## src/fpc_consts.vh

```
`ifndef FPC_CONSTS_VH
`define FPC_CONSTS_VH
// ----------------------------------------
// register indices (byte address = 4*index)
// ----------------------------------------
`define FPC_IDX_CMD_INDEX 6'h02
`define FPC_IDX_STATUS    6'h06
`define FPC_IDX_PFPROT    6'h08
`define FPC_IDX_EEPROT    6'h09
`define FPC_IDX_OPTION    6'h0a
`define FPC_IDX_RSV1      6'h0b
`define FPC_IDX_CMD_BASE  6'h0c
`define FPC_CMD_WORDS     6
// ----------------------------------------
// field positions
// ----------------------------------------
`define FPC_ST_COMMAND_COMPLETE_FLAG       7
`define FPC_ST_PVIOL      4
`define FPC_PF_OPEN       7
`define FPC_PF_HDIS       5
`define FPC_PF_HS_HI      4
`define FPC_PF_HS_LO      3
`define FPC_PF_LDIS       2
`define FPC_PF_LS_HI      1
`define FPC_PF_LS_LO      0
`define FPC_EE_OPEN       7
`define FPC_EE_SIZE_HI    5
// ----------------------------------------
// reset values, fault values and write masks
// ----------------------------------------
`define FPC_PF_RESET      8'hbf
`define FPC_PF_FAULT      8'h3f
`define FPC_EE_RESET      8'h80
`define FPC_EE_FAULT      8'h3f
`define FPC_OPT_RESET     8'hff
`define FPC_OPT_FAULT     8'hff
`define FPC_PF_WMASK      8'hbf
`define FPC_EE_WMASK      8'hbf
// ----------------------------------------
// eeprom protection granule
// ----------------------------------------
`define FPC_EE_STEP_LOG2  5
`endif

```

## src/fpc_flash_prot.v

```verilog
// Our own choice: register access over APB.
`timescale 1ns/10ps
`include "fpc_consts.vh"
module fpc_flash_prot
#(
   parameter AW  = 8,
   parameter EAW = 11
)
(
   // apb
   input  wire            pclk,
   input  wire            presetn,
   input  wire            psel,
   input  wire            penable,
   input  wire            pwrite,
   input  wire [AW-1:0]   paddr,
   input  wire [31:0]     pwdata,
   input  wire [3:0]      pstrb,
   output wire            pready,
   output reg  [31:0]     prdata,
   output wire            pslverr,
   // mode and reset-sequence load
   input  wire            special_mode,
   input  wire            nvm_load,
   input  wire [7:0]      nvm_pflash_byte,
   input  wire            nvm_pflash_fault,
   input  wire [7:0]      nvm_eeprom_byte,
   input  wire            nvm_eeprom_fault,
   input  wire [7:0]      nvm_option_byte,
   input  wire            nvm_option_fault,
   // command controller
   output reg             cmd_launch,
   input  wire            cmd_done,
   input  wire            res_we,
   input  wire [2:0]      res_word,
   input  wire [15:0]     res_data,
   output wire [95:0]     cmd_words,
   output wire [7:0]      command_code,
   output wire [23:0]     cmd_address,
   output wire [2:0]      command_word_index,
   // eeprom program/erase check
   input  wire            ee_req,
   input  wire            ee_block_erase,
   input  wire [EAW-1:0]  ee_addr,
   output wire            ee_reject,
   // protection state and command complete flag
   output wire [2:0]      pflash_scenario,
   output wire            pflash_full_prot,
   output wire [7:0]      option_bits,
   output wire            command_complete_flag
);
   // ----------------------------------------
   // state
   // ----------------------------------------
   reg  [7:0]   pflash_protect_reg_r;
   reg  [7:0]   pflash_protect_reg_nxt;
   reg  [7:0]   eeprom_protect_reg_r;
   reg  [7:0]   eeprom_protect_reg_nxt;
   reg  [7:0]   flash_option_reg_r;
   reg  [2:0]   command_index_reg_r;
   reg          command_complete_flag_r;
   reg          pviol_r;
   reg  [15:0]  cmd_word_r [0:`FPC_CMD_WORDS-1];

   // ----------------------------------------
   // apb decode
   // ----------------------------------------
   wire [5:0]   idx;
   wire         acc;
   wire         wr_acc;
   wire         mapped;
   wire         is_cmd;
   wire [5:0]   cmd_off;
   wire         hit_index;
   wire         hit_status;
   wire         hit_pf;
   wire         hit_ee;
   wire         hit_option;
   wire         hit_rsv;
   wire         wr_index;
   wire         wr_pf;
   wire         wr_ee;

   assign idx        = paddr[7:2];
   assign cmd_off    = idx - `FPC_IDX_CMD_BASE;
   assign is_cmd     = (idx >= `FPC_IDX_CMD_BASE) && (cmd_off < `FPC_CMD_WORDS);
   assign hit_index  = (idx == `FPC_IDX_CMD_INDEX);
   assign hit_status = (idx == `FPC_IDX_STATUS);
   assign hit_pf     = (idx == `FPC_IDX_PFPROT);
   assign hit_ee     = (idx == `FPC_IDX_EEPROT);
   assign hit_option = (idx == `FPC_IDX_OPTION);
   assign hit_rsv    = (idx == `FPC_IDX_RSV1);
   assign mapped     = is_cmd | hit_index | hit_status | hit_pf | hit_ee | hit_option | hit_rsv;
   // zero wait states: every access phase completes
   assign pready     = penable;
   assign acc        = psel & penable;
   assign pslverr    = acc & ~mapped;
   assign wr_acc     = acc & pwrite & mapped;
   // byte registers sit on lane 0 only
   assign wr_index   = wr_acc & hit_index & pstrb[0];
   assign wr_pf      = wr_acc & hit_pf & pstrb[0];
   assign wr_ee      = wr_acc & hit_ee & pstrb[0];

   // ----------------------------------------
   // program-flash protection
   // ----------------------------------------
   wire [2:0]   pf_cur;
   wire [2:0]   pf_new;
   wire [7:0]   pf_wr;
   reg  [7:0]   pf_allow;
   wire         pf_open_b;
   wire         pf_hdis_b;
   wire         pf_ldis_b;

   assign pf_wr     = pwdata[7:0] & `FPC_PF_WMASK;
   assign pf_open_b = pflash_protect_reg_r[`FPC_PF_OPEN];
   assign pf_hdis_b = pflash_protect_reg_r[`FPC_PF_HDIS];
   assign pf_ldis_b = pflash_protect_reg_r[`FPC_PF_LDIS];
   assign pf_cur    = {pf_open_b, pf_hdis_b, pf_ldis_b};
   assign pf_new    = {pf_wr[`FPC_PF_OPEN], pf_wr[`FPC_PF_HDIS], pf_wr[`FPC_PF_LDIS]};

   // ----------------------------------------
   // scenario transition table
   // ----------------------------------------
   // scenario code {open, hdis, ldis}
   //   7: nothing protected
   //   6: low range protected
   //   5: high range protected
   //   4: high and low ranges protected
   //   3: whole array protected
   //   2: all but the low range protected
   //   1: all but the high range protected
   //   0: all but both ranges protected
   // bit k set: move to scenario k allowed
   always @*
   begin
      case (pf_cur)
         3'h0: pf_allow = 8'h0f;
         3'h1: pf_allow = 8'h0a;
         3'h2: pf_allow = 8'h0c;
         3'h3: pf_allow = 8'h08;
         3'h4: pf_allow = 8'h18;
         3'h5: pf_allow = 8'h3c;
         3'h6: pf_allow = 8'h5a;
         default: pf_allow = 8'hff;
      endcase
   end

   always @*
   begin
      pflash_protect_reg_nxt = pflash_protect_reg_r;
      if (wr_pf)
      begin
         if (special_mode)
            pflash_protect_reg_nxt = pf_wr;
         else if (pf_allow[pf_new])
         begin
            pflash_protect_reg_nxt = pf_wr;
            if (!pf_hdis_b)
               pflash_protect_reg_nxt[`FPC_PF_HS_HI:`FPC_PF_HS_LO] =
                  pflash_protect_reg_r[`FPC_PF_HS_HI:`FPC_PF_HS_LO];
            if (!pf_ldis_b)
               pflash_protect_reg_nxt[`FPC_PF_LS_HI:`FPC_PF_LS_LO] =
                  pflash_protect_reg_r[`FPC_PF_LS_HI:`FPC_PF_LS_LO];
         end
      end
      // reset-sequence load overrides a same-cycle write
      if (nvm_load)
      begin
         if (nvm_pflash_fault)
            pflash_protect_reg_nxt = `FPC_PF_FAULT;
         else
            pflash_protect_reg_nxt = nvm_pflash_byte & `FPC_PF_WMASK;
      end
   end

   assign pflash_scenario  = pf_cur;
   assign pflash_full_prot = (pf_cur == 3'h3);

   // ----------------------------------------
   // eeprom protection
   // ----------------------------------------
   wire [7:0]   ee_wr;
   wire         ee_open;
   wire [5:0]   ee_size;
   wire [EAW:0] ee_gran;
   wire [EAW:0] ee_limit;
   wire         ee_hit;

   assign ee_wr   = pwdata[7:0] & `FPC_EE_WMASK;
   assign ee_open = eeprom_protect_reg_r[`FPC_EE_OPEN];
   assign ee_size = eeprom_protect_reg_r[`FPC_EE_SIZE_HI:0];

   always @*
   begin
      eeprom_protect_reg_nxt = eeprom_protect_reg_r;
      if (wr_ee)
      begin
         if (special_mode)
            eeprom_protect_reg_nxt = ee_wr;
         else
         begin
            eeprom_protect_reg_nxt[`FPC_EE_OPEN] = ee_open & ee_wr[`FPC_EE_OPEN];
            if (ee_wr[`FPC_EE_SIZE_HI:0] > ee_size)
               eeprom_protect_reg_nxt[`FPC_EE_SIZE_HI:0] = ee_wr[`FPC_EE_SIZE_HI:0];
         end
      end
      if (nvm_load)
      begin
         if (nvm_eeprom_fault)
            eeprom_protect_reg_nxt = `FPC_EE_FAULT;
         else
            eeprom_protect_reg_nxt = nvm_eeprom_byte & `FPC_EE_WMASK;
      end
   end

   // granules protected from base: size field plus one
   assign ee_gran   = {{(EAW-5){1'b0}}, ee_size} + {{EAW{1'b0}}, 1'b1};
   assign ee_limit  = ee_gran << `FPC_EE_STEP_LOG2;
   assign ee_hit    = ~ee_open & ({1'b0, ee_addr} < ee_limit);
   assign ee_reject = ee_req & (ee_block_erase ? ~ee_open : ee_hit);

   // ----------------------------------------
   // option register
   // ----------------------------------------
   always @(posedge pclk or negedge presetn)
   begin
      if (!presetn)
         flash_option_reg_r <= `FPC_OPT_RESET;
      else if (nvm_load)
      begin
         if (nvm_option_fault)
            flash_option_reg_r <= `FPC_OPT_FAULT;
         else
            flash_option_reg_r <= nvm_option_byte;
      end
   end

   assign option_bits = flash_option_reg_r;

   // ----------------------------------------
   // status and command launch
   // ----------------------------------------
   wire st_wr;
   wire st_clr_viol;
   wire launch;

   assign st_wr       = wr_acc & hit_status & pstrb[0];
   assign st_clr_viol = st_wr & pwdata[`FPC_ST_PVIOL];
   assign launch      = st_wr & pwdata[`FPC_ST_COMMAND_COMPLETE_FLAG] & command_complete_flag_r;

   // violation flag: set wins over write-one-clear
   always @(posedge pclk or negedge presetn)
   begin
      if (!presetn)
         pviol_r <= 1'b0;
      else if (ee_reject)
         pviol_r <= 1'b1;
      else if (st_clr_viol)
         pviol_r <= 1'b0;
   end

   always @(posedge pclk or negedge presetn)
   begin
      if (!presetn)
      begin
         pflash_protect_reg_r <= `FPC_PF_RESET;
         eeprom_protect_reg_r <= `FPC_EE_RESET;
         command_complete_flag_r               <= 1'b1;
         cmd_launch           <= 1'b0;
         command_index_reg_r  <= 3'h0;
      end
      else
      begin
         pflash_protect_reg_r <= pflash_protect_reg_nxt;
         eeprom_protect_reg_r <= eeprom_protect_reg_nxt;
         cmd_launch           <= launch;
         // completion wins over a launch in the same cycle
         if (cmd_done)
            command_complete_flag_r <= 1'b1;
         else if (launch)
            command_complete_flag_r <= 1'b0;
         if (wr_index && command_complete_flag_r)
            command_index_reg_r <= pwdata[2:0];
      end
   end

   assign command_complete_flag = command_complete_flag_r;
   assign command_word_index    = command_index_reg_r;

   // ----------------------------------------
   // command object array
   // ----------------------------------------
   genvar gi;
   generate
      for (gi = 0; gi < `FPC_CMD_WORDS; gi = gi + 1)
      begin : g_word
         wire sel_w;
         assign sel_w = wr_acc && is_cmd && cmd_off == gi && command_complete_flag_r;
         always @(posedge pclk or negedge presetn)
         begin
            if (!presetn)
               cmd_word_r[gi] <= 16'h0000;
            else if (res_we && !command_complete_flag_r && res_word == gi)
               cmd_word_r[gi] <= res_data;
            else if (sel_w)
            begin
               if (pstrb[0])
                  cmd_word_r[gi][7:0] <= pwdata[7:0];
               if (pstrb[1])
                  cmd_word_r[gi][15:8] <= pwdata[15:8];
            end
         end
         assign cmd_words[gi*16 +: 16] = cmd_word_r[gi];
      end
   endgenerate

   assign command_code = cmd_word_r[0][15:8];
   assign cmd_address  = {cmd_word_r[0][7:0], cmd_word_r[1]};

   // ----------------------------------------
   // read data, latched in setup cycle
   // ----------------------------------------
   reg [7:0]  rd_byte;
   reg [15:0] rd_word;

   always @*
   begin
      rd_byte = 8'h00;
      rd_word = 16'h0000;
      case (idx)
         `FPC_IDX_CMD_INDEX: rd_byte = {5'h00, command_index_reg_r};
         `FPC_IDX_STATUS:    rd_byte = {command_complete_flag_r, 2'h0, pviol_r, 4'h0};
         `FPC_IDX_PFPROT:    rd_byte = pflash_protect_reg_r;
         `FPC_IDX_EEPROT:    rd_byte = eeprom_protect_reg_r;
         `FPC_IDX_OPTION:    rd_byte = flash_option_reg_r;
         `FPC_IDX_RSV1:      rd_byte = 8'h00;
         default:            rd_byte = 8'h00;
      endcase
      if (is_cmd)
         rd_word = cmd_word_r[cmd_off[2:0]];
   end

   always @(posedge pclk or negedge presetn)
   begin
      if (!presetn)
         prdata <= 32'h0000_0000;
      else if (psel && !penable)
      begin
         if (is_cmd)
            prdata <= {16'h0000, rd_word};
         else
            prdata <= {24'h000000, rd_byte};
      end
   end

endmodule // fpc_flash_prot

```

## config.mk

```make
export PLATFORM = sky130hd
export DESIGN_NAME = fpc_flash_prot
export DESIGN_NICKNAME = d
export VERILOG_FILES = /design/src/fpc_flash_prot.v
export VERILOG_INCLUDE_DIRS = /design/src
export SDC_FILE = /design/constraint.sdc
export NUM_CORES = 1
export LEC_CHECK = 0
export BUFFER_PORTS_ARGS = -buffer_cell sky130_fd_sc_hd__buf_2
export CAP_MARGIN = 20
export CORE_MARGIN = 2
export CORE_UTILIZATION = 55
export DETAILED_ROUTE_END_ITERATION = 16
export GPL_ROUTABILITY_DRIVEN = 0
export PLACE_DENSITY = 0.86
export SLEW_MARGIN = 15
export SYNTH_ARGS = -nofsm -noshare
export SYNTH_HDL_FRONTEND = slang
export SYNTH_SLANG_ARGS = --single-unit
```

## constraint.sdc

```tcl
create_clock -name pclk -period 5.5 [get_ports pclk]
set_input_delay 1.1 -clock pclk [delete_from_list [all_inputs] [get_ports pclk]]
set_output_delay 1.1 -clock pclk [all_outputs]
set_load 0.02 [all_outputs]
```

---- Yosys cells after proc, flatten, opt, wreduce, memory -nomap -nowiden ----
Cells that the tools add are included.
word-level totals
  flip-flop bits (word level) ............. 158
  output and inout port bits .............. 180
  input bits .............................. 112
operators by class
  reduce and logical (&&, ||, !) cells .... 72
  equal/unequal tests ..................... 22
  bitwise operators ....................... 27
  add/subtract/negate cells ............... 2
  multiplexer cells ....................... 42
  order comparisons ....................... 6
operators by type and width
  cell                   number
  $mux W16               15
  $mux W8                11
  $pmux W8 S7            1
  $bmux W16 S3           1
  $reduce_bool A2 Y1     23
  $pmux W8 S5            1
  $reduce_and A2 Y1      15
  $eq A6 B4 Y1 const B   4
  $logic_and A1 B1 Y1    23
  $and A1 B1 Y1          18
  $eq A6 B2 Y1 const B   3
  $eq A6 B3 Y1 const B   3
  $eq A3 B3 Y1 const B   5
  $eq A3 B2 Y1 const B   4
  $lt A11 B12 Y1         1
  $mux W6                2
  $reduce_bool A3 Y1     4
  $mux W1                8
  $add A6 B1 Y7 const B  1
  $eq A3 B1 Y1 const B   2
  $eq A6 B1 Y1 const B   1
  $ge A6 B4 Y1 const B   1
  $gt A6 B6 Y1           1
  $logic_not A3 Y1       2
  other kinds (12)       21

---- Longest topological paths before layout ----
Gate-level depths: netlist (run 1).
  depth in word-level cells ............... 16
  depth in mapped cells ................... 9
  mapped depth without buffers ............ 9

---- Worst setup path before layout (run 1) ----
No wires, ideal clock.
  kind .................................... input to output
  start point ............................. input paddr[4]
  end point ............................... output pslverr
  required time ........................... 4.400 ns
  buffers on the path ..................... 2
  setup slack ............................. 1.884 ns
  stages .................................. 6
  arrival time ............................ 2.516 ns
  path through ............................ ha_1 -> or3b_1 -> buf_6 -> buf_12 -> a21boi_1 -> nor2_1
between the ends
  cells in the longest elaborated chain, start to end .. 11
  elaborated cells on any way between the ends .. 18
  those cells by class .................... 1 x add/sub; 2 x order compare; 6 x eq/ne; 8 x bitwise; 1 x reduce/logical
RTL lines
  what                            line                 source
  start: declaration              fpc_flash_prot.v:16  input wire [AW-1:0] paddr,
  $sub A6 B4 Y6 (no source line)  n/a
  $lt A6 B3 Y1 (no source line)   n/a
  $logic_and A1 B1 Y1             fpc_flash_prot.v:86  assign is_cmd = (idx >= `FPC_IDX_CMD_BASE) && (cmd_off < `FPC_CMD_WORDS);
  $or A1 B1 Y1 (5 in series)      fpc_flash_prot.v:93  assign mapped = is_cmd | hit_index | hit_status | hit_pf | hit_ee | hit_option | hit_rsv;
  $or A1 B1 Y1 *                  fpc_flash_prot.v:93
  $not A1 Y1 *                    fpc_flash_prot.v:97  assign pslverr = acc & ~mapped;
  $and A1 B1 Y1 *                 fpc_flash_prot.v:97
  end: declaration                fpc_flash_prot.v:21  output wire pslverr,
Mark *: on every way between the ends. The rest lies on a longest branch, timed or not.

---- Worst setup path in the final report (run 1) ----
Same ends and word-level chain as after synthesis.

==> results of run 1 <==
-- power by group through the flow --
stage | clock network [W] | registers (W) | logic, W
finish | 0.00114 | 0.00117 | 0.000512
CTS | 0.00115 | 0.00117 | 0.000509
global route | 0.00120 | 0.00118 | 0.000552
floorplan | 0 | 0.00123 | 0.000285
detailed placement | 0 | 0.00118 | 0.000504
global placement | 0 | 0.00118 | 0.000493
-- worst max-delay path, cell delays in order --
cell and delay (ps):
buf_2 390, a21boi_2 140, o21ai_4 690, a21boi_1 170, buf_4 210, nor2_1 140, buf_2 190
-- state kept, by name, summed over array words and instances (netlist names) --
| name | count |
|---|---|
| cmd_words | 72 |
| cmd_address | 24 |
| prdata | 16 |
| option_bits | 8 |
| eeprom_protect_reg_r | 7 |
| pflash_protect_reg_r | 7 |
| command_word_index | 3 |
| cmd_launch | 1 |
| command_complete_flag | 1 |
| pviol_r | 1 |
-- Yosys cell counts, types with 3 or more instances --
| cell | instances | area (sq um) |
|---|---|---|
| nand2b_1 | 7 | 43.8 |
| o22a_1 | 4 | 35.0 |
| mux2_1 | 3 | 33.8 |
| buf_4 | 52 | 390 |
| nor2_1 | 115 | 432 |
| a211oi_4 | 4 | 80.1 |
| o21ai_1 | 28 | 140 |
| xnor2_1 | 5 | 43.8 |
| clkbuf_1 | 35 | 131 |
| a22o_1 | 11 | 96.3 |
| a2111o_1 | 3 | 33.8 |
| nor2b_1 | 4 | 25.0 |
| nand4_1 | 7 | 43.8 |
| a21oi_1 | 99 | 495 |
| mux4_2 | 12 | 270 |
| mux2_2 | 13 | 146 |
| o21ai_0 | 9 | 45.0 |
| dfstp_2 | 17 | 447 |
| a2111oi_4 | 6 | 165 |
| a31oi_1 | 10 | 62.6 |
| nor3b_1 | 3 | 22.5 |
| buf_2 | 8 | 40.0 |
| inv_1 | 22 | 82.6 |
| o2bb2ai_1 | 8 | 70.1 |
| o22ai_1 | 8 | 50.1 |
| dfrtp_1 | 123 | 3080 |
| nor3_1 | 3 | 15.0 |
| and3_1 | 3 | 18.8 |
| and4_1 | 4 | 35.0 |
| nand3_1 | 7 | 35.0 |
| mux2i_1 | 118 | 1180 |
| ha_1 | 18 | 225 |
| nand2_1 | 38 | 143 |
| a22oi_1 | 13 | 97.6 |
-- routing by layer --
layer,GRT usage,vias up,wire [um]
li1,-,3430,-
met1,0.421,3661,10300
met2,0.494,432,12400
met3,0.0681,74,2460
met4,0.121,0,855
met5,0,-,0
-- final cells by class --
class,count,area [sq um],area share
multi-input cells,611,4450,0.434
flip-flops and latches,140,3520,0.343
repair buffers,259,1340,0.130
clock buffers,23,478,0.0466
well taps,211,264,0.0257
clock inverters,9,113,0.0110
inverters,24,90.1,0.00878
diodes,1,2.50,0.000244
-- logic make-up (layout without fill, tap and decap cells) --
group,after synthesis,count (layout),share of synthesized area
AO/OA/AOI/OAI,222,222,0.179
AND/OR/NAND/NOR,203,203,0.108
multiplexers,146,146,0.189
flip-flops,140,140,0.409
buffers and inverters,124,315,0.0824
adder cells (fa/ha/maj),18,18,0.0261
XOR/XNOR,6,6,0.00609
other,1,17,0.000435
-- per-stage QoR --
step | hold WS [ps] | power (W)
final | 470 | 0.00282
after detailed placement | 463 | 0.00169
after floorplan | 448 | 0.00151
after CTS | 472 | 0.00282
after global placement | 457 | 0.00167
after global routing | 506 | 0.00293
-- worst max path at each step --
| stage | end | cells after the start | slack, ps |
|---|---|---|---|
| after floorplan | pslverr | 6 | 1880 |
| final | pslverr | 7 | 1350 |
| after detailed placement | pslverr | 7 | 1400 |
| after CTS | pslverr | 7 | 1400 |
| after global routing | pslverr | 7 | 1290 |
| after global placement | pslverr | 7 | 1460 |
==> summary.txt, run 1 <==
Floorplan
  – Row count: 45
  – DIE HEIGHT: 129 um
  – Initial Util: 0.565
  – Core Region: 0.0153 sq mm
  – Ports: 292
  – Die width: 129 um
  – Die area: 0.0167 sq mm

Route
  – Detailed Route WL: approximately 26000 um
  – DR pass1 iterations: 6
  – Vias/cell: roughly 6
  – Wire per inst: 20.3 um
  – DR DRC count: 0
  – DRT antenna net count: 0
  – DR iter-0 viols: roughly 740
  – Vias: 7597

Place
  – Final HPWL DP: ~18000 um
  – Placement Setup Slack: 1400 ps
  – Placed Instances: 1244
  – Area after DPL: 0.00965 sq mm
  – Port Buffers: 248

Worst hold path
  – HP Start: pflash_protect_reg_r[0]$_DFFE_PN1P_
  – Hold Path Stages: 2
  – WHS Endpoint: pflash_protect_reg_r[0]$_DFFE_PN1P_
  – Min-delay worst type: register to register

Run
  – Total of max-cap violations: 0

CTS
  – Worst-case clock buffer depth: 2
  – # resized after CTS: 0
  – Hold_buf cts: 0
  – CTS clk-pin slew, worst paths: 60 ps
  – Num Clock Sinks: 140
  – Clock Tree Root: clkbuf_16
  – TritonCTS Buffers: 17
  – CTS tree: built
  – Clock Latency Late Sink: 420 ps
  – H-tree Lvls: 4
  – Post-CTS Setup Repair Bufs: 0

Synth
  – EDFF count, synth: 0
  – Mapped Cells: 860
  – Synth Flop Type: dfrtp_1
  – Register bit count reported by yosys: 140
  – Register area share after synthesis: 0.409
  – Mapped cell area: 0.00863 sq mm
  – Synth warn: 0
  – Synth unique cells: 64
  – Mapped Avg Cell Area: around 10 sq um
  – FFs w/ async S/R, synth: 1.00

Finish
  – Layout area overhead: 19.0%
  – Most common cell after layout, fill and taps aside: buf_2
  – Layout cell share with drive strength beyond 1: 0.327
  – Nets: 1183
  – FILL cells: roughly 1.2k
  – Fin area: 0.0103 sq mm
  – Most frequent cells in the layout: buf_2, dfrtp_1, mux2i_1
  – Final core occ: 0.673
  – Fin cells: 1278

Global routing
  – First-pass GRT wire length: 39500 um
  – Initial antenna violation count: 1
  – Gr ovfl total: 0
  – Gr usage total: 0.311
  – Largest net degree at the start of global routing: 96
  – Vias in the first global route: 7251

Setup path
  – Max FO, Critical Path: 19
  – Setup crit start: paddr[4]
  – Startpoint class of the critical path: input port
  – RR Startpoint: command_complete_flag$_DFFE_PN1P_
  – WP data required: 4400 ps
  – R2R depth: 5
  – Worst setup EP type: primary output
  – WP data arrival: roughly 3000 ps
  – Reg2Reg Setup Slack: 2940 ps
  – Worst Setup Path Type: input port to primary output
  – FF-to-FF End: cmd_address[0]$_DFFE_PN0P_

STA
  – Worst Max-Slew Pin Slew: about 1200 ps
  – Slew headroom: 0.224
  – Setup violations, final: 0
  – Final Max Tran Viols: 0
  – Final Hold Viols: 0
  – Setup WS post-layout: 1350 ps
  – Clock Skews: between 6 and 7 ps
  – RSZ-0062 raised after global routing: no
  – Final period util: 0.755
  – Final Critical Period: 4150 ps
  – Max Freq: 0.241 GHz
  – Sum Neg Setup Slack: 0 ps

Outcome
  – Status: finished clean

Power and ir drop
  – Total power divided by cell area: 275 mW/mm^2
  – Flop pwr share: 0.415
  – Combinational share of power: 0.181
  – Switching power: 0.000832 W
  – Clk pwr share: 0.404
  – VDD IR-drop max: 0.223 mV
  – Net Sw Frac: 0.295
  – P_leak: 5.00 nW
  – Internal Power: roughly 0.002 W
Note: power is estimated with default switching activity, not from simulation.
==> inputs of run 2 (changes only) <==
Settings changed: CORE_UTILIZATION 55 to 51, PLACE_DENSITY 0.86 to 0.81.
Clock period 5.5 ns to 3.86 ns, I/O delays scaled along.
==> run 2 against run 1 <==
Net effect: first-iteration DRC count decreased by 14%; critical path depth increased by 1; highest routed layer unchanged; hold slack got worse by 32 ps; count of clock-buffer cells in the layout decreased by 2; critical path type is now register to primary output; global-route usage decreased by 2.4 points; flip-flop and latch count unchanged.
==> summary.txt, run 2 (synthesized netlist as in run 1, its figures left out) <==
Outcome
  – Status: finished clean

STA
  – Sum Neg Setup Slack: 0 ps (unchanged)
  – RSZ-0062 raised after global routing: no
  – Clock Skews: 8.00 ps (+1.35 ps)
  – Final Hold Viols: 0 (unchanged)
  – Slew headroom: 0.443 (+0.219)
  – Worst Max-Slew Pin Slew: 835 ps (-324 ps)
  – Max Freq: 0.287 GHz
  – Setup violations, final: 0 (unchanged)
  – Final period util: 0.903
  – Final Critical Period: between 3000 and 4000 ps
  – Final Max Tran Viols: 0 (unchanged)

Finish
  – Most common cell after layout, fill and taps aside: buf_2
  – Layout area overhead: 20.5%
  – Max reg flops: 72 (unchanged)
  – Nets: 1195 (+1.0%)
  – Most frequent cells in the layout: buf_2, dfrtp_1, mux2i_1
  – Layout cell share with drive strength beyond 1: 0.334 (+0.00687)
  – Fin cells: 1298 (+1.6%)

Setup path
  – WP data required: 3090 ps (-1310 ps)
  – FF-to-FF End: cmd_words[41]$_DFFE_PN0P_
  – Worst setup EP type: primary output
  – Max FO, Critical Path: 6 (-13)
  – RR Startpoint: command_complete_flag$_DFFE_PN1P_
  – Worst Setup Path Type: register to primary output
  – R2R depth: 5 (unchanged)
  – Reg2Reg Setup Slack: 1560 ps (-1380 ps)
  – WP data arrival: 2710 ps (-340 ps)
  – Startpoint class of the critical path: register

Worst hold path
  – Min-delay worst type: input port to asynchronous set/reset pin

CTS
  – H-tree Lvls: 4 (unchanged)
  – TritonCTS Buffers: 17 (unchanged)
  – Hold_buf cts: 0 (unchanged)
  – CTS tree: built
  – Num Clock Sinks: 140 (unchanged)
  – CTS clk-pin slew, worst paths: 60 ps (about the same)
  – Post-CTS Setup Repair Bufs: 0 (unchanged)
  – Clock Tree Root: clkbuf_16
  – Worst-case clock buffer depth: 2 (unchanged)
  – Clock Latency Late Sink: 420 ps (about the same)
  – # resized after CTS: 0 (unchanged)

Route
  – DRT antenna net count: 0 (unchanged)
  – DR pass1 iterations: 7 (+1)
  – DR DRC count: 0 (unchanged)
  – Vias: 7474 (-1.6%)
  – Vias/cell: 5.76 (-3.1%)
  – Wire per inst: 19.9 um (-2.1%)
  – DR iter-0 viols: 641 (-14%)
  – Detailed Route WL: 25900 um (-0.53%)

Floorplan
  – Row count: 47 (+4.4%)
  – Die area: 0.0180 sq mm (+7.6%)
  – Core Region: 0.0166 sq mm (+8.7%)
  – Die width: 134 um (+3.7%)
  – Ports: 292 (unchanged)
  – Initial Util: 0.520 (-0.0452)
  – DIE HEIGHT: 134 um (+3.7%)

Global routing
  – Gr ovfl total: 0 (unchanged)
  – First-pass GRT wire length: 39500 um (-0.11%)
  – Largest net degree at the start of global routing: 92 (-4.2%)
  – Initial antenna violation count: 1 (unchanged)
  – Vias in the first global route: 7165 (-1.2%)
  – Gr usage total: 0.288 (-0.0236)

Place
  – Placed Instances: 1266 (+1.8%)
  – Port Buffers: 248 (unchanged)
  – Final HPWL DP: 18500 um (+0.80%)

Power and ir drop
  – P_leak: 5.08 nW (+1.6%)
  – PnR Total Power: 0.00411 W (+46%)
  – VDD IR-drop max: 0.334 mV (+50%)
  – Total power divided by cell area: 396 mW/mm^2 (+44%)

Run
  – Total of max-cap violations: 0 (unchanged)
## run 2: worst max path at each step
stage | from | to | slack, ps | cells after the start
2_1_floorplan | paddr[4] | pslverr | 900 | 6
3_3_place_gp | paddr[5] | pslverr | 660 | 7
3_5_place_dp | paddr[5] | pslverr | 670 | 7
4_1_cts | eeprom_protect_reg_r[2]$_DFFE_PN0P_ | ee_reject | 420 | 8
5_1_grt | eeprom_protect_reg_r[2]$_DFFE_PN0P_ | ee_reject | 310 | 8
6_report | eeprom_protect_reg_r[2]$_DFFE_PN0P_ | ee_reject | 380 | 8
## run 2: critical path, cell delays in order, from the launching register on
cell      delay [ps]
dfrtp_1          470
inv_1             90
nor3_1           210
nand3_1          130
xnor2_1          190
ha_1             270
a2111o_1         370
o32ai_1          280
buf_2            260
## run 2: layout make-up
| cell class | instances | area, sq um |
|---|---|---|
| Tap cell | 220 | 275 |
| Fill cell | 1397 | 6190 |
| Clock buffer | 21 | 450 |
| Multi-Input combinational cell | 611 | 4450 |
| Clock inverter | 10 | 166 |
| Inverter | 24 | 90.1 |
| Timing Repair Buffer | 271 | 1430 |
| Sequential cell | 140 | 3520 |
| Antenna cell | 1 | 2.50 |
## run 2: stage by stage
stage | setup WS [ps] | hold WS [ps] | area, sq um | util
2_1_floorplan | 900 | 448 | 8680 | -
3_3_place_gp | 660 | 457 | 9780 | 0.589
3_5_place_dp | 667 | 469 | 9780 | 0.589
4_1_cts | 420 | 463 | 10400 | 0.627
5_1_grt | 308 | 492 | 10400 | 0.627
6_report | 375 | 439 | 10400 | 0.627
## run 2: power breakdown
part / internal (W) / switching [W] / total, W / leakage [nW]
clock network: 0.00110 / 0.000620 / 0.00172 / 0.293
registers: 0.00158 / 0.0000907 / 0.00167 / 1.82
logic: 0.000265 / 0.000465 / 0.000730 / 2.96
## run 2: per-layer routing
| metal | GRT usage | routed length, um | up-vias |
|---|---|---|---|
| li1 | - | - | 3446 |
| met1 | 0.389 | 10700 | 3627 |
| met2 | 0.460 | 12300 | 352 |
| met3 | 0.0582 | 2170 | 49 |
| met4 | 0.109 | 691 | 0 |
| met5 | 0 | 0 | - |
==> inputs of run 3 (changes only) <==
Settings changed: CORE_ASPECT_RATIO set to 0.8, CTS_BUF_LIST set to sky130_fd_sc_hd__clkbuf_16, HOLD_SLACK_MARGIN set to 0.15.
==> run 3 against run 2 <==
Net effect: flip-flop and latch count unchanged; total power down 2.7%; sequential power about the same; register-to-register slack about the same; die area about the same; critical path depth unchanged; non-clock buffer count up 1; clock power down 7%; combinational power about the same; largest power group is now registers.
==> summary.txt, run 3 (synthesized netlist as in run 1, its figures left out) <==
Setup path
  – R2R depth: 5 (unchanged)
  – WP data arrival: 2660 ps (-50 ps)
  – FF-to-FF End: cmd_words[50]$_DFFE_PN0P_
  – Reg2Reg Setup Slack: 1560 ps (about the same)
  – Worst setup EP type: primary output
  – RR Startpoint: command_complete_flag$_DFFE_PN1P_
  – Max FO, Critical Path: 6 (unchanged)
  – Startpoint class of the critical path: register
  – WP data required: 3090 ps (about the same)
  – Worst Setup EP: ee_reject
  – Setup crit start: eeprom_protect_reg_r[2]$_DFFE_PN0P_
  – Worst Setup Path Type: register to primary output

STA
  – Max Freq: 0.292 GHz (+1.6%)
  – Setup violations, final: 0 (unchanged)
  – RSZ-0062 raised after global routing: no
  – Slew headroom: 0.421 (-0.0224)
  – Worst Max-Slew Pin Slew: 869 ps (+33.6 ps)
  – Final Max Tran Viols: 0 (unchanged)
  – Final period util: 0.888 (-0.0143)
  – Final Critical Period: 3430 ps (-55.3 ps)
  – Final Hold Viols: 0 (unchanged)
  – Clock Skews: 8.50 ps (+0.502 ps)
  – Sum Neg Setup Slack: 0 ps (unchanged)

Global routing
  – Gr ovfl total: 0 (unchanged)
  – Vias in the first global route: 7224 (+0.82%)
  – Largest net degree at the start of global routing: 94 (+2.2%)
  – Grt met2 use: 0.446 (-0.0140)
  – GR Util met1: 0.409 (+0.0197)
  – GR peak layer: met2
  – Gr usage total: 0.295 (+0.00725)
  – First-pass GRT wire length: 40100 um (+1.6%)
  – Initial antenna violation count: 1 (unchanged)
  – Met3 Use GR: 0.0913 (+0.0331)

Finish
  – Fin area: 0.0104 sq mm (-0.23%)
  – Layout cell share with drive strength beyond 1: 0.335 (+0.00123)
  – Nets: 1196 (+0.084%)
  – Ant diodes: 0 (-1)
  – Most common cell after layout, fill and taps aside: buf_2
  – Final core occ: 0.627 (about the same)
  – Most frequent cells in the layout: buf_2, dfrtp_1, mux2i_1
  – Layout area overhead: 20.2%
  – Max reg flops: 72 (unchanged)

CTS
  – # resized after CTS: 0 (unchanged)
  – Hold_buf cts: 0 (unchanged)
  – Clock Latency Late Sink: 420 ps (about the same)
  – CTS clk-pin slew, worst paths: 60 ps (about the same)
  – Worst-case clock buffer depth: 2 (unchanged)
  – CTS tree: built
  – Num Clock Sinks: 140 (unchanged)
  – H-tree Lvls: 4 (unchanged)
  – TritonCTS Buffers: 17 (unchanged)
  – Post-CTS Setup Repair Bufs: 0 (unchanged)
  – Clock Tree Root: clkbuf_16

Run
  – Total of max-cap violations: 0 (unchanged)

Route
  – DR DRC count: 0 (unchanged)
  – DR iter-0 viols: 675 (+5.3%)
  – Vias: 7530 (+0.75%)
  – DRT antenna net count: 0 (unchanged)
  – DR pass1 iterations: 5 (-2)
  – Detailed Route WL: 26300 um (+1.8%)
  – Vias/cell: 5.80 (+0.67%)
  – Wire per inst: 20.3 um (+1.7%)

Floorplan
  – Initial Util: 0.521 (+0.000944)
  – Die area: 0.0180 sq mm (about the same)
  – Ports: 292 (unchanged)
  – Die width: 149 um (+11%)
  – Row count: 42 (-11%)
  – DIE HEIGHT: 120 um (-10%)
  – Core Region: 0.0166 sq mm (-0.18%)

Place
  – Final HPWL DP: 18600 um (+1.0%)
  – Port Buffers: 248 (unchanged)
  – Area after DPL: 0.00980 sq mm (+0.20%)

Worst hold path
  – Min-delay worst type: input port to asynchronous set/reset pin

Power and ir drop
  – P_leak: 5.07 nW (-0.13%)
  – Total power divided by cell area: 386 mW/mm^2 (-2.5%)
  – VDD IR-drop max: 0.298 mV (-11%)

Outcome
  – Status: finished clean
-- run 3: changes by cell type in the layout (fill, tap and decap cells not counted), sizes merged --
cell / delta
buf: +1
bufinv: -2
clkbuf: -4
clkinv: +3
clkinvlp: +1
diode: -1
inv: +3
-- run 3: area by class of cell --
cell class | instances | area (sq um)
timing repair buffer | 272 | 1450
multi-input combinational | 611 | 4450
clock inverter | 15 | 150
fill | 1408 | 6180
inverter | 24 | 90.1
clock buffer | 17 | 425
tap | 220 | 275
sequential | 140 | 3520
-- run 3: worst max-delay path: stages (launching register included) --
cell and delay, ps:
dfrtp_1 480, inv_1 100, nor3_1 210, nand3_1 130
xnor2_1 150, ha_1 290, a2111o_1 360, o32ai_1 260
buf_2 260
-- run 3: where the power goes --
group / switching (W) / internal, W
Combinational: 0.000464 / 0.000266
Sequential: 0.0000934 / 0.00157
Clock: 0.000653 / 0.000950
-- run 3: how the worst min path moves through the flow --
stage / from / end / slack (ps) / depth (start not counted)
floorplan: pflash_protect_reg_r[0]$_DFFE_PN1P_ / pflash_protect_reg_r[0]$_DFFE_PN1P_ / 450 / 2
global placement: pflash_protect_reg_r[0]$_DFFE_PN1P_ / pflash_protect_reg_r[0]$_DFFE_PN1P_ / 460 / 2
detailed placement: pflash_protect_reg_r[0]$_DFFE_PN1P_ / pflash_protect_reg_r[0]$_DFFE_PN1P_ / 460 / 2
CTS: presetn / cmd_address[11]$_DFFE_PN0P_ / 470 / 1
global route: presetn / cmd_address[11]$_DFFE_PN0P_ / 470 / 1
finish: presetn / cmd_address[11]$_DFFE_PN0P_ / 420 / 1
-- run 3: stage by stage --
stage	hold slack, ps	std cells	setup WS, ps	power (W)
floorplan	448	875	900	0.00216
global placement	457	1267	635	0.00240
detailed placement	461	1267	642	0.00241
CTS	469	1299	456	0.00401
global route	474	1299	291	0.00416
finish	422	1299	431	0.00400
-- run 3: routing by layer --
metal | share of wire | vias up
met5 | 0.00027 | -
met3 | 0.11 | 54
met1 | 0.41 | 3602
met4 | 0.023 | 2
li1 | - | 3449
met2 | 0.45 | 423
